`config.mk`:
```
export PLATFORM = sky130hd
export DESIGN_NAME = tpio_top
export DESIGN_NICKNAME = d
export VERILOG_FILES = /design/src/core/tpio_pkg.sv /design/src/core/tpio_pad.sv /design/src/core/tpio_top.sv
export SDC_FILE = /design/constraint.sdc
export NUM_CORES = 1
export LEC_CHECK = 0
export ABC_AREA = 1
export CAP_MARGIN = 25
export CORE_MARGIN = 5
export CORE_UTILIZATION = 30
export DETAILED_ROUTE_END_ITERATION = 8
export DONT_BUFFER_PORTS = 1
export PLACE_DENSITY = 0.5
export SLEW_MARGIN = 30
export SYNTH_ARGS = -nofsm -noshare
export SYNTH_HDL_FRONTEND = slang
export SYNTH_SLANG_ARGS = --single-unit
```
`constraint.sdc`:
```
create_clock -name CLK -period 1.5 [get_ports CLK]
set_input_delay 0.15 -clock CLK [delete_from_list [all_inputs] [get_ports CLK]]
set_output_delay 0.15 -clock CLK [all_outputs]
set_load 0.05 [all_outputs]
```
`src/core/tpio_pkg.sv`:
```
`default_nettype none
package tpio_pkg;
   // ************************************************************
   // register offsets
   // ************************************************************
   localparam logic [15:0] PORT_A_OUTPUT_LATCH = 16'h0002;
   localparam logic [15:0] PORT_B_OUTPUT_LATCH = 16'h0003;
   localparam logic [15:0] PORT_C_OUTPUT_LATCH = 16'h0004;
   localparam logic [15:0] PORT_C_PIN_LEVELS = 16'h000a;
   localparam logic [15:0] PORT_B_DIRECTION = 16'h000b;
   localparam logic [15:0] PORT_C_DIRECTION = 16'h000c;
   localparam logic [15:0] PORT_C_DRAIN_MODE = 16'h002d;
   localparam logic [15:0] PORT_A_PIN_LEVELS = 16'h0030;
   localparam logic [15:0] SYSTEM_CONTROL_ONE = 16'h0031;

   // ************************************************************
   // widths, reset values, field positions
   // ************************************************************
   localparam int A_WIDTH = 3;
   localparam int PORT_WIDTH = 8;
   localparam logic [2:0] A_LATCH_RESET = 3'h7;
   localparam logic [7:0] LATCH_RESET = 8'hff;
   localparam logic [7:0] DIR_RESET = 8'h00;
   localparam logic [7:0] DRAIN_RESET = 8'h00;
   localparam logic [4:0] A_UPPER_FILL = 5'h00;
   localparam logic [7:0] UNMAPPED_READ = 8'h00;
   localparam int STOP_BIT = 7;
   localparam int DUAL_CLOCK_BIT = 6;
   localparam int STOP_STOP_OUTPUT_ENABLE_BIT = 4;
   localparam int STOP_RELEASE_PIN = 0;
   localparam int XTAL_IN_PIN = 1;
   localparam int XTAL_OUT_PIN = 2;
   // level on the stop-release pin that ends stop mode
   localparam logic STOP_RELEASE_LEVEL = 1'b0;

   typedef enum logic {
      MODE_RUN,
      MODE_STOP
   } tpio_mode_type;
endpackage
`default_nettype wire

```
`src/core/tpio_pad.sv`:
```
`timescale 1ns/100ps
`default_nettype none
module tpio_pad (
   // clock and reset
   input wire logic clk,
   input wire logic reset_n,
   // per-bit control
   input wire logic latch,
   input wire logic dir,
   input wire logic drain,
   input wire logic force_off,
   // pin side
   output logic pin_out,
   output logic pin_oe
);
   wire logic out_d;
   wire logic oe_d;

   // open drain only ever sinks: a latch of one releases the pin
   assign out_d = drain ? 1'b0 : latch;
   assign oe_d = !force_off && dir && (!drain || !latch);

   always_ff @(posedge clk) begin
      if (!reset_n) begin
         pin_out <= 1'b0;
         pin_oe <= 1'b0;
      end else begin
         pin_out <= out_d;
         pin_oe <= oe_d;
      end
   end
endmodule
`default_nettype wire

```
`src/core/tpio_top.sv`:
```
`timescale 1ns/100ps
`default_nettype none
module tpio_top (
   // clock and reset
   input wire logic CLK,
   input wire logic RESET_N,
   // register port
   input wire logic [15:0] ADDR,
   input wire logic [7:0] WDATA,
   input wire logic WR,
   input wire logic RD,
   output logic [7:0] RD_DATA,
   // three-bit port
   input wire logic [2:0] PA_IN,
   output logic [2:0] PA_OUT,
   output logic [2:0] PA_OE,
   // first eight-bit port
   input wire logic [7:0] PB_IN,
   output logic [7:0] PB_OUT,
   output logic [7:0] PB_OE,
   // second eight-bit port
   input wire logic [7:0] PC_IN,
   output logic [7:0] PC_OUT,
   output logic [7:0] PC_OE,
   // system state
   output logic STOP_ACTIVE,
   output logic LF_OSC_ENABLE
);
   // ************************************************************
   // state
   // ************************************************************
   logic [2:0] a_latch_q;
   logic [7:0] b_latch_q;
   logic [7:0] b_dir_q;
   logic [7:0] c_latch_q;
   logic [7:0] c_dir_q;
   logic [7:0] c_drain_q;
   logic stop_output_enable_q;
   tpio_pkg::tpio_mode_type mode_q;
   tpio_pkg::tpio_mode_type mode_d;

   // ************************************************************
   // address decode
   // ************************************************************
   wire logic wr_a_latch = WR && (ADDR == tpio_pkg::PORT_A_OUTPUT_LATCH);
   wire logic wr_b_latch = WR && (ADDR == tpio_pkg::PORT_B_OUTPUT_LATCH);
   wire logic wr_c_latch = WR && (ADDR == tpio_pkg::PORT_C_OUTPUT_LATCH);
   wire logic wr_b_dir = WR && (ADDR == tpio_pkg::PORT_B_DIRECTION);
   wire logic wr_c_dir = WR && (ADDR == tpio_pkg::PORT_C_DIRECTION);
   wire logic wr_c_drain = WR && (ADDR == tpio_pkg::PORT_C_DRAIN_MODE);
   wire logic wr_sys = WR && (ADDR == tpio_pkg::SYSTEM_CONTROL_ONE);
   wire logic stop_req = wr_sys && WDATA[tpio_pkg::STOP_BIT];
   wire logic stop_clr = wr_sys && !WDATA[tpio_pkg::STOP_BIT];
   wire logic release_seen = (PA_IN[tpio_pkg::STOP_RELEASE_PIN] == tpio_pkg::STOP_RELEASE_LEVEL);

   // ************************************************************
   // read path
   // ************************************************************
   // input-direction bits show the pin, so read-modify-write copies pins into the latch
   wire logic [7:0] b_view = (b_dir_q & b_latch_q) | (~b_dir_q & PB_IN);
   wire logic [7:0] sys_view = {STOP_ACTIVE, LF_OSC_ENABLE, 1'b0, stop_output_enable_q, 4'h0};
   wire logic [7:0] rd_mux =
      (ADDR == tpio_pkg::PORT_A_OUTPUT_LATCH) ? {tpio_pkg::A_UPPER_FILL, a_latch_q} :
      (ADDR == tpio_pkg::PORT_A_PIN_LEVELS) ? {tpio_pkg::A_UPPER_FILL, PA_IN} :
      (ADDR == tpio_pkg::PORT_B_OUTPUT_LATCH) ? b_view :
      (ADDR == tpio_pkg::PORT_B_DIRECTION) ? b_dir_q :
      (ADDR == tpio_pkg::PORT_C_OUTPUT_LATCH) ? c_latch_q :
      (ADDR == tpio_pkg::PORT_C_PIN_LEVELS) ? PC_IN :
      (ADDR == tpio_pkg::PORT_C_DIRECTION) ? c_dir_q :
      (ADDR == tpio_pkg::PORT_C_DRAIN_MODE) ? c_drain_q :
      (ADDR == tpio_pkg::SYSTEM_CONTROL_ONE) ? sys_view :
      tpio_pkg::UNMAPPED_READ;

   always_ff @(posedge CLK) begin
      if (!RESET_N) begin
         RD_DATA <= tpio_pkg::UNMAPPED_READ;
      end else begin
         // data stands for the one cycle after the strobe only
         RD_DATA <= RD ? rd_mux : tpio_pkg::UNMAPPED_READ;
      end
   end

   // ************************************************************
   // port registers
   // ************************************************************
   always_ff @(posedge CLK) begin
      if (!RESET_N) begin
         a_latch_q <= tpio_pkg::A_LATCH_RESET;
         b_latch_q <= tpio_pkg::LATCH_RESET;
         b_dir_q <= tpio_pkg::DIR_RESET;
         c_latch_q <= tpio_pkg::LATCH_RESET;
         c_dir_q <= tpio_pkg::DIR_RESET;
         c_drain_q <= tpio_pkg::DRAIN_RESET;
      end else begin
         if (wr_a_latch) a_latch_q <= WDATA[2:0];
         if (wr_b_latch) b_latch_q <= WDATA;
         if (wr_c_latch) c_latch_q <= WDATA;
         if (wr_b_dir) b_dir_q <= WDATA;
         if (wr_c_dir) c_dir_q <= WDATA;
         if (wr_c_drain) c_drain_q <= WDATA;
      end
   end

   // ************************************************************
   // system control and stop mode
   // ************************************************************
   always_comb begin
      mode_d = mode_q;
      case (mode_q)
         tpio_pkg::MODE_RUN: begin
            if (stop_req) mode_d = tpio_pkg::MODE_STOP;
         end
         tpio_pkg::MODE_STOP: begin
            // a fresh stop request beats a release in the same cycle
            if (!stop_req && (release_seen || stop_clr)) mode_d = tpio_pkg::MODE_RUN;
         end
         default: mode_d = tpio_pkg::MODE_RUN;
      endcase
   end

   always_ff @(posedge CLK) begin
      if (!RESET_N) begin
         mode_q <= tpio_pkg::MODE_RUN;
         STOP_ACTIVE <= 1'b0;
         stop_output_enable_q <= 1'b0;
         LF_OSC_ENABLE <= 1'b0;
      end else begin
         mode_q <= mode_d;
         STOP_ACTIVE <= (mode_d == tpio_pkg::MODE_STOP);
         if (wr_sys) stop_output_enable_q <= WDATA[tpio_pkg::STOP_STOP_OUTPUT_ENABLE_BIT];
         if (wr_sys) LF_OSC_ENABLE <= WDATA[tpio_pkg::DUAL_CLOCK_BIT];
      end
   end

   // ************************************************************
   // pin drivers
   // ************************************************************
   wire logic in_stop = (mode_q == tpio_pkg::MODE_STOP);
   // without the stop output enable every pin floats in stop mode
   wire logic stop_float = in_stop && !stop_output_enable_q;
   wire logic [2:0] a_force;
   // stop-release pin floats in stop mode whatever the output enable says
   assign a_force[tpio_pkg::STOP_RELEASE_PIN] = in_stop;
   // crystal pins are taken away from the port in dual-clock mode
   assign a_force[tpio_pkg::XTAL_IN_PIN] = stop_float || LF_OSC_ENABLE;
   assign a_force[tpio_pkg::XTAL_OUT_PIN] = stop_float || LF_OSC_ENABLE;

   genvar gi;
   generate
      for (gi = 0; gi < tpio_pkg::A_WIDTH; gi++) begin : g_port_a
         // sink-only pin: a latch of one leaves it free for input use
         tpio_pad u_pad (
            .clk(CLK),
            .reset_n(RESET_N),
            .latch(a_latch_q[gi]),
            .dir(1'b1),
            .drain(1'b1),
            .force_off(a_force[gi]),
            .pin_out(PA_OUT[gi]),
            .pin_oe(PA_OE[gi])
         );
      end
      for (gi = 0; gi < tpio_pkg::PORT_WIDTH; gi++) begin : g_port_bc
         tpio_pad u_pad_b (
            .clk(CLK),
            .reset_n(RESET_N),
            .latch(b_latch_q[gi]),
            .dir(b_dir_q[gi]),
            .drain(1'b0),
            .force_off(stop_float),
            .pin_out(PB_OUT[gi]),
            .pin_oe(PB_OE[gi])
         );
         tpio_pad u_pad_c (
            .clk(CLK),
            .reset_n(RESET_N),
            .latch(c_latch_q[gi]),
            .dir(c_dir_q[gi]),
            .drain(c_drain_q[gi]),
            .force_off(stop_float),
            .pin_out(PC_OUT[gi]),
            .pin_oe(PC_OE[gi])
         );
      end
   endgenerate
endmodule
`default_nettype wire

```
==> results of run 1 <==
-- metal layers --
metal  GRT usage, %  vias up  part of all wire [%]
met2           25.1      107                    50
li1               -     1680                     -
met4           4.63        0                   1.3
met3           6.23       12                   8.1
met5              0        -                     0
met1           16.1     1538                    41
-- worst register-to-register path: cells and delay by family, from the launching register on --
family | cells | cell delay, ns
buf+inv | 1 | 0.07
simple gates | 4 | 0.62
flops | 1 | 0.37
compound gates | 1 | 0.09
-- worst max path at each step --
stage | startpoint | end | slack [ns] | cells past startpoint
finish | b_dir_q[1] | RD_DATA[1] | 0.24 | 6
global route | ADDR[9] | RD_DATA[0] | 0.14 | 12
CTS | b_dir_q[1] | RD_DATA[1] | 0.22 | 6
detailed placement | ADDR[9] | RD_DATA[4] | -0.02 | 14
global placement | ADDR[9] | RD_DATA[0] | 0.02 | 12
floorplan | in_stop | g_port_bc[0].u_pad_b.pin_oe | 0.06 | 4
-- layout make-up --
cell class,count,area (sq um),share of cell area (%)
Multi-Input combinational cell,323,1790,38.4
Clock buffer,12,267,5.72
Timing Repair Buffer,32,313,6.71
Clock inverter,4,26.3,0.564
Inverter,68,256,5.50
Sequential cell,89,1780,38.3
Tap cell,180,225,4.83
-- metrics by stage --
stage                     total power (W)  instance area (sq um)  TNS [ns]  instances
after floorplan                   0.00271                   4260         0        535
final                             0.00489                   4660         0        708
after CTS                         0.00498                   4660         0        708
after global placement            0.00270                   4230         0        680
after global routing              0.00510                   4660         0        708
after detailed placement          0.00271                   4230   -0.0427        680
-- power by group through the flow --
stage	Combinational, W	Clock (W)	Sequential, W
after detailed placement	0.000174	0	0.00253
after CTS	0.000237	0.00226	0.00248
after global routing	0.000256	0.00236	0.00248
after global placement	0.000172	0	0.00253
after floorplan	0.000268	0	0.00244
final	0.000233	0.00218	0.00248
-- cells by family after synthesis --
group	share of synthesized area [%]
flip-flops	42.0
AND/OR/NAND/NOR	25.3
AO/OA/AOI/OAI	16.6
buffers and inverters	16.1
other	0.0883
-- placed cells by master, fill, tap and decap left out, types with 4 or more instances in the layout --
| master | n |
|---|---|
| nor3_1 | 11 |
| a21oi_2 | 4 |
| a21oi_1 | 34 |
| o211ai_1 | 12 |
| dlygate4sd3_1 | 11 |
| nor2_1 | 38 |
| a211oi_1 | 6 |
| nand2_1 | 99 |
| o211ai_2 | 9 |
| nand3_1 | 19 |
| o21ai_0 | 14 |
| dfxtp_1 | 88 |
| nand4_1 | 8 |
| nand2_4 | 5 |
| buf_4 | 18 |
| inv_1 | 59 |
| nand2_2 | 4 |
| o21ai_1 | 27 |
| nor2_4 | 4 |
| clkbuf_16 | 9 |
| inv_2 | 6 |
-- state kept, by name (all words and copies together) (netlist names) --
| register | count |
|---|---|
| g_port_bc.u_pad_b.pin_oe | 8 |
| RD_DATA | 8 |
| b_latch_q | 8 |
| LF_OSC_ENABLE | 1 |
| g_port_bc.u_pad_c.pin_out | 8 |
| stop_output_enable_q | 1 |
| b_dir_q | 8 |
| g_port_bc.u_pad_b.pin_out | 8 |
| g_port_a.u_pad.pin_oe | 3 |
| a_latch_q | 3 |
| g_port_bc.u_pad_c.pin_oe | 8 |
| c_latch_q | 8 |
| in_stop | 1 |
| c_dir_q | 8 |
| c_drain_q | 8 |
-- what timing repair did --
item / CTS / global route
resized for setup: 0 / 0
endpoints found under the hold margin: 61 / 0
hold buffers: 12 / 0
==> results_dict.tcl, run 1 <==
set metrics [dict create \
    outcome "complete, no violations" \
    core_area_sq_um 13900 \
    fmax_mhz 795 \
    worstReg2RegStart "b_dir_q[1]" \
    syn2layout_area_growth_pct 9.75 \
    tightest_slew_ns 0.552 \
    cpLargestDelayFamily "simple AND/OR/NAND/NOR gates" \
    ys_top_cells_by_count "nand2_1, dfxtp_1, inv_1" \
    max-slew-margin-rel_pct 62.9 \
    cp_num_buf_inv 1 \
    grt_max_degree 61 \
    holdCritStartpoint "RESET_N" \
    seq_area_frac_synth_pct 42.0 \
    dp_slack_ns -0.0221 \
    cts_tree "done" \
    hpwlAfterDp_um 8730 \
    seqPwrFrac_pct 50.7 \
    syn_area_per_cell_sq_um 7.97 \
    synth_top_area_share_pct 42.0 \
    crit_top_cell "nor2_1" \
    start_kind "register" \
    swShare_pct 24.0 \
    drv_cap 0 \
    rsz0062_at_grt "no" \
    critPathArrivalTime_ns 1.50 \
    post_drt_wl_per_cell_um 16.5 \
    die_x_um 129 \
    setup_slack_ns 0.242 \
    n_fill_cell 1505 \
    critPathMaxStageDelay_ns 0.37 \
    hold_violations 0 \
    cts_buffer_depth 2 \
    antenna_found_initial 0 \
    cts_inserted_buffers 9 \
    whs_path_depth 2 \
    holdPathEnd "RD_DATA[1]" \
    clock-skew-final_ns 0.00919 \
    pin_count 95 \
    synth_cell_types 40 \
    synthFlopType "dfxtp_1" \
    end_kind "register" \
    internal-power_w 0.00372 \
    cp_data_required_time_ns 1.74 \
    htree_levels 3 \
    power_density_nw_per_um2 1050 \
    fin_crit_sh_pct 83.9 \
    start_util_pct 30.6 \
    fp-row-count 43 \
    viasPerCell 4.71 \
    io_buffers 0 \
    clkPwrFrac_pct 44.6 \
    drt-total-wl_um 11700 \
    fin_nets 570 \
    die-area_sq_um 16600 \
    yosys_warnings 0 \
    yosysMostFrequentCell "nand2_1" \
    grt_pass1_wl_um 18000 \
    synthTopCellsByArea "dfxtp_1, nand2_1, buf_4" \
    grtUsageTotal_pct 14.5 \
    p_switching_w 0.00118 \
    setup_viol 0 \
    r2r_slack_ns 0.24 \
    worstPathMaxFanout 4 \
    synth_edf_count 0 \
    r2r_end "RD_DATA[1]" \
    path_cells "inv_1, or2_2, o211ai_1, nand4_1, nor2_1, nor2_1" \
    ant_nets 0 \
    cts_num_sinks 89 \
    drc 0 \
    ys_async_sr_fraction_pct 0 \
    root_buffer "clkbuf_16" \
    grt_pass1_vias 3358 \
    p_leak_nw 2.09 \
    hold_path.class "input port to register" \
    insertion_delay_ns 0.35 \
    postCtsSetupBuffers 0 \
    overflow 0 \
    rr_worst_depth 6 \
    pwr-share-comb_pct 4.8 \
    drtIter0Drc 193 \
    slew_violations 0 \
    die_h_um 129 \
    syn_inst 533 \
    clkTransAtPathRegs_ns 0.06 \
    antenna_cells 0 \
    synth.largest_area_cell "dfxtp_1" \
    finalCriticalPeriod_ns 1.26 \
    worstSetupPathType "register to register" \
    layout-drive-gt1-share_pct 16.5 \
    slowest_stage "dfxtp_1" \
    ir_drop_mv 0.501 \
    ys_ff_latch 89 \
    vias 3337 \
    drt_pass1_iterations 5 \
    hold_ws_ns 0.0362 \
    synth_area_sq_um 4250 \
    final_core_utilization_pct 33.6 \
    gp_congestion 0.837 \
]
(Power assumes the default switching activity.)
==> run 2, diff against run 1 <==
Clock period 1.5 ns to 1.2 ns, I/O delays scaled along.
==> results_dict.tcl, run 2 (synthesis gave the netlist of run 1 again) <==
set metrics [dict create \
    outcome "finished with violations" \
    violations "hold timing" \
    pin_count 95 \
    seqPwrFrac_pct 50.9 \
    p_switching_w 0.00142 \
    insertion_delay_ns 0.35 \
    finalCriticalPeriod_ns 1.13 \
    dpl_cell_area_sq_um 4470 \
    r2r_slack_ns 0.08 \
    ir_drop_mv 0.713 \
    fin_nets 596 \
    cts_tree "done" \
    overflow 0 \
    grt_pass1_wl_um 18300 \
    p_leak_nw 2.22 \
    gp_congestion 0.871 \
    drt_pass1_iterations 5 \
    die_h_um 129 \
    swShare_pct 23.5 \
    io_buffers 0 \
    final_common_cell "nand2_1" \
    grt_max_degree 64 \
    layout-drive-gt1-share_pct 22.2 \
    hold_violations 46 \
    cts_buffer_depth 2 \
    clkPwrFrac_pct 43.9 \
    die_x_um 129 \
    post_drt_wl_per_cell_um 15.5 \
    start_kind "register" \
    dp_slack_ns -0.240 \
    die-area_sq_um 16600 \
    drv_cap 0 \
    final_core_utilization_pct 35.4 \
    ant_nets 0 \
    antenna_found_initial 0 \
    clock-skew-final_ns 0.00435 \
    vias 3423 \
    fp-row-count 43 \
    final_cell_mix "nand2_1, dfxtp_1, inv_1, buf_4" \
    htree_levels 3 \
    tightest_slew_ns 0.547 \
    end_kind "output port" \
    internal-power_w 0.00462 \
    fin_crit_sh_pct 94.5 \
    critPathArrivalTime_ns 1.01 \
    clkTransAtPathRegs_ns 0.06 \
    grtUsageTotal_pct 14.4 \
    design_area_sq_um 4910 \
    viasPerCell 4.66 \
    power_density_nw_per_um2 1230 \
    cts_inserted_buffers 9 \
    fmax_mhz 882 \
    n_fill_cell 1508 \
    worstSetupPathType "register to output port" \
    syn2layout_area_growth_pct 15.7 \
    slew_violations 0 \
    hold_ws_ns -0.125 \
    antenna_cells 0 \
    regArea_sq_um 1790 \
    drc 0 \
    setup_slack_ns 0.0657 \
    start_util_pct 30.6 \
    core_area_sq_um 13900 \
    hpwlAfterDp_um 8660 \
    pwr-share-comb_pct 5.2 \
    rsz0062_at_grt "no" \
    cp_data_required_time_ns 1.08 \
    worstPathMaxFanout 1 \
    hold_buffers 16 \
    hold_path.class "input port to register" \
    cts_num_sinks 89 \
    max-slew-margin-rel_pct 63.5 \
    setup_viol 0 \
    drtIter0Drc 179 \
    multi_input_area_sq_um 1860 \
    postCtsSetupBuffers 0 \
    drt-total-wl_um 11400 \
    grt_pass1_vias 3488 \
    root_buffer "clkbuf_16" \
]
[run 2: changes by cell type in the layout (fill, tap and decap cells not counted), moves of 2 or more]
cell | before | now
nor2_4 | 4 | 6
dfxtp_1 | 88 | 81
buf_4 | 18 | 40
nor2_1 | 38 | 34
nor2_2 | 3 | 5
dfxtp_2 | 1 | 7
clkbuf_1 | 0 | 3
o21ai_2 | 0 | 3
dlygate4sd3_1 | 11 | 16
nand2_1 | 99 | 95
nand2_2 | 4 | 6
o21ai_1 | 27 | 24
[run 2: layer usage]
metal	track usage (%)	vias up	wire length, um
met5	0	-	0
met4	4.08	0	191
met3	6.77	16	960
met2	24.6	77	5680
met1	16.2	1604	4550
li1	-	1726	-
[run 2: final timing paths]
path           startpoint                      endpoint  cells after the start
max            RD_DATA[2]                    RD_DATA[2]                      0
min reg2reg  c_drain_q[4]  g_port_bc[4].u_pad_c.pin_out                      1
min               RESET_N                  c_latch_q[3]                      1
max reg2reg  c_latch_q[3]  g_port_bc[3].u_pad_c.pin_out                      3
[run 2: layout make-up]
class	instances	share of cell area, %
inverters	68	5.27
repair buffers	58	10.2
well taps	180	4.58
multi-input cells	323	37.8
flip-flops and latches	89	36.5
clock buffers	14	5.37
clock inverters	2	0.255
[run 2: stage by stage]
step / TNS, ns / total power (W) / instances
after floorplan: -0.182 / 0.00340 / 535
after global placement: -5.52 / 0.00342 / 702
after detailed placement: -6.42 / 0.00342 / 702
after CTS: 0 / 0.00614 / 734
after global routing: 0 / 0.00630 / 734
final: 0 / 0.00604 / 734
[run 2: repair_timing]
item / 4_1_cts / 5_1_grt
gates resized for setup: 0 / 8
setup endpoints to repair: 0 / 7
endpoints found under the hold margin: 62 / 46
[run 2: power by group through the flow]
stage / Combinational, W / Sequential [W] / Clock (W)
4_1_cts: 0.000318 / 0.00308 / 0.00275
3_3_place_gp: 0.000274 / 0.00314 / 0
3_5_place_dp: 0.000275 / 0.00314 / 0
2_1_floorplan: 0.000345 / 0.00305 / 0
6_report: 0.000315 / 0.00308 / 0.00265
5_1_grt: 0.000347 / 0.00308 / 0.00287
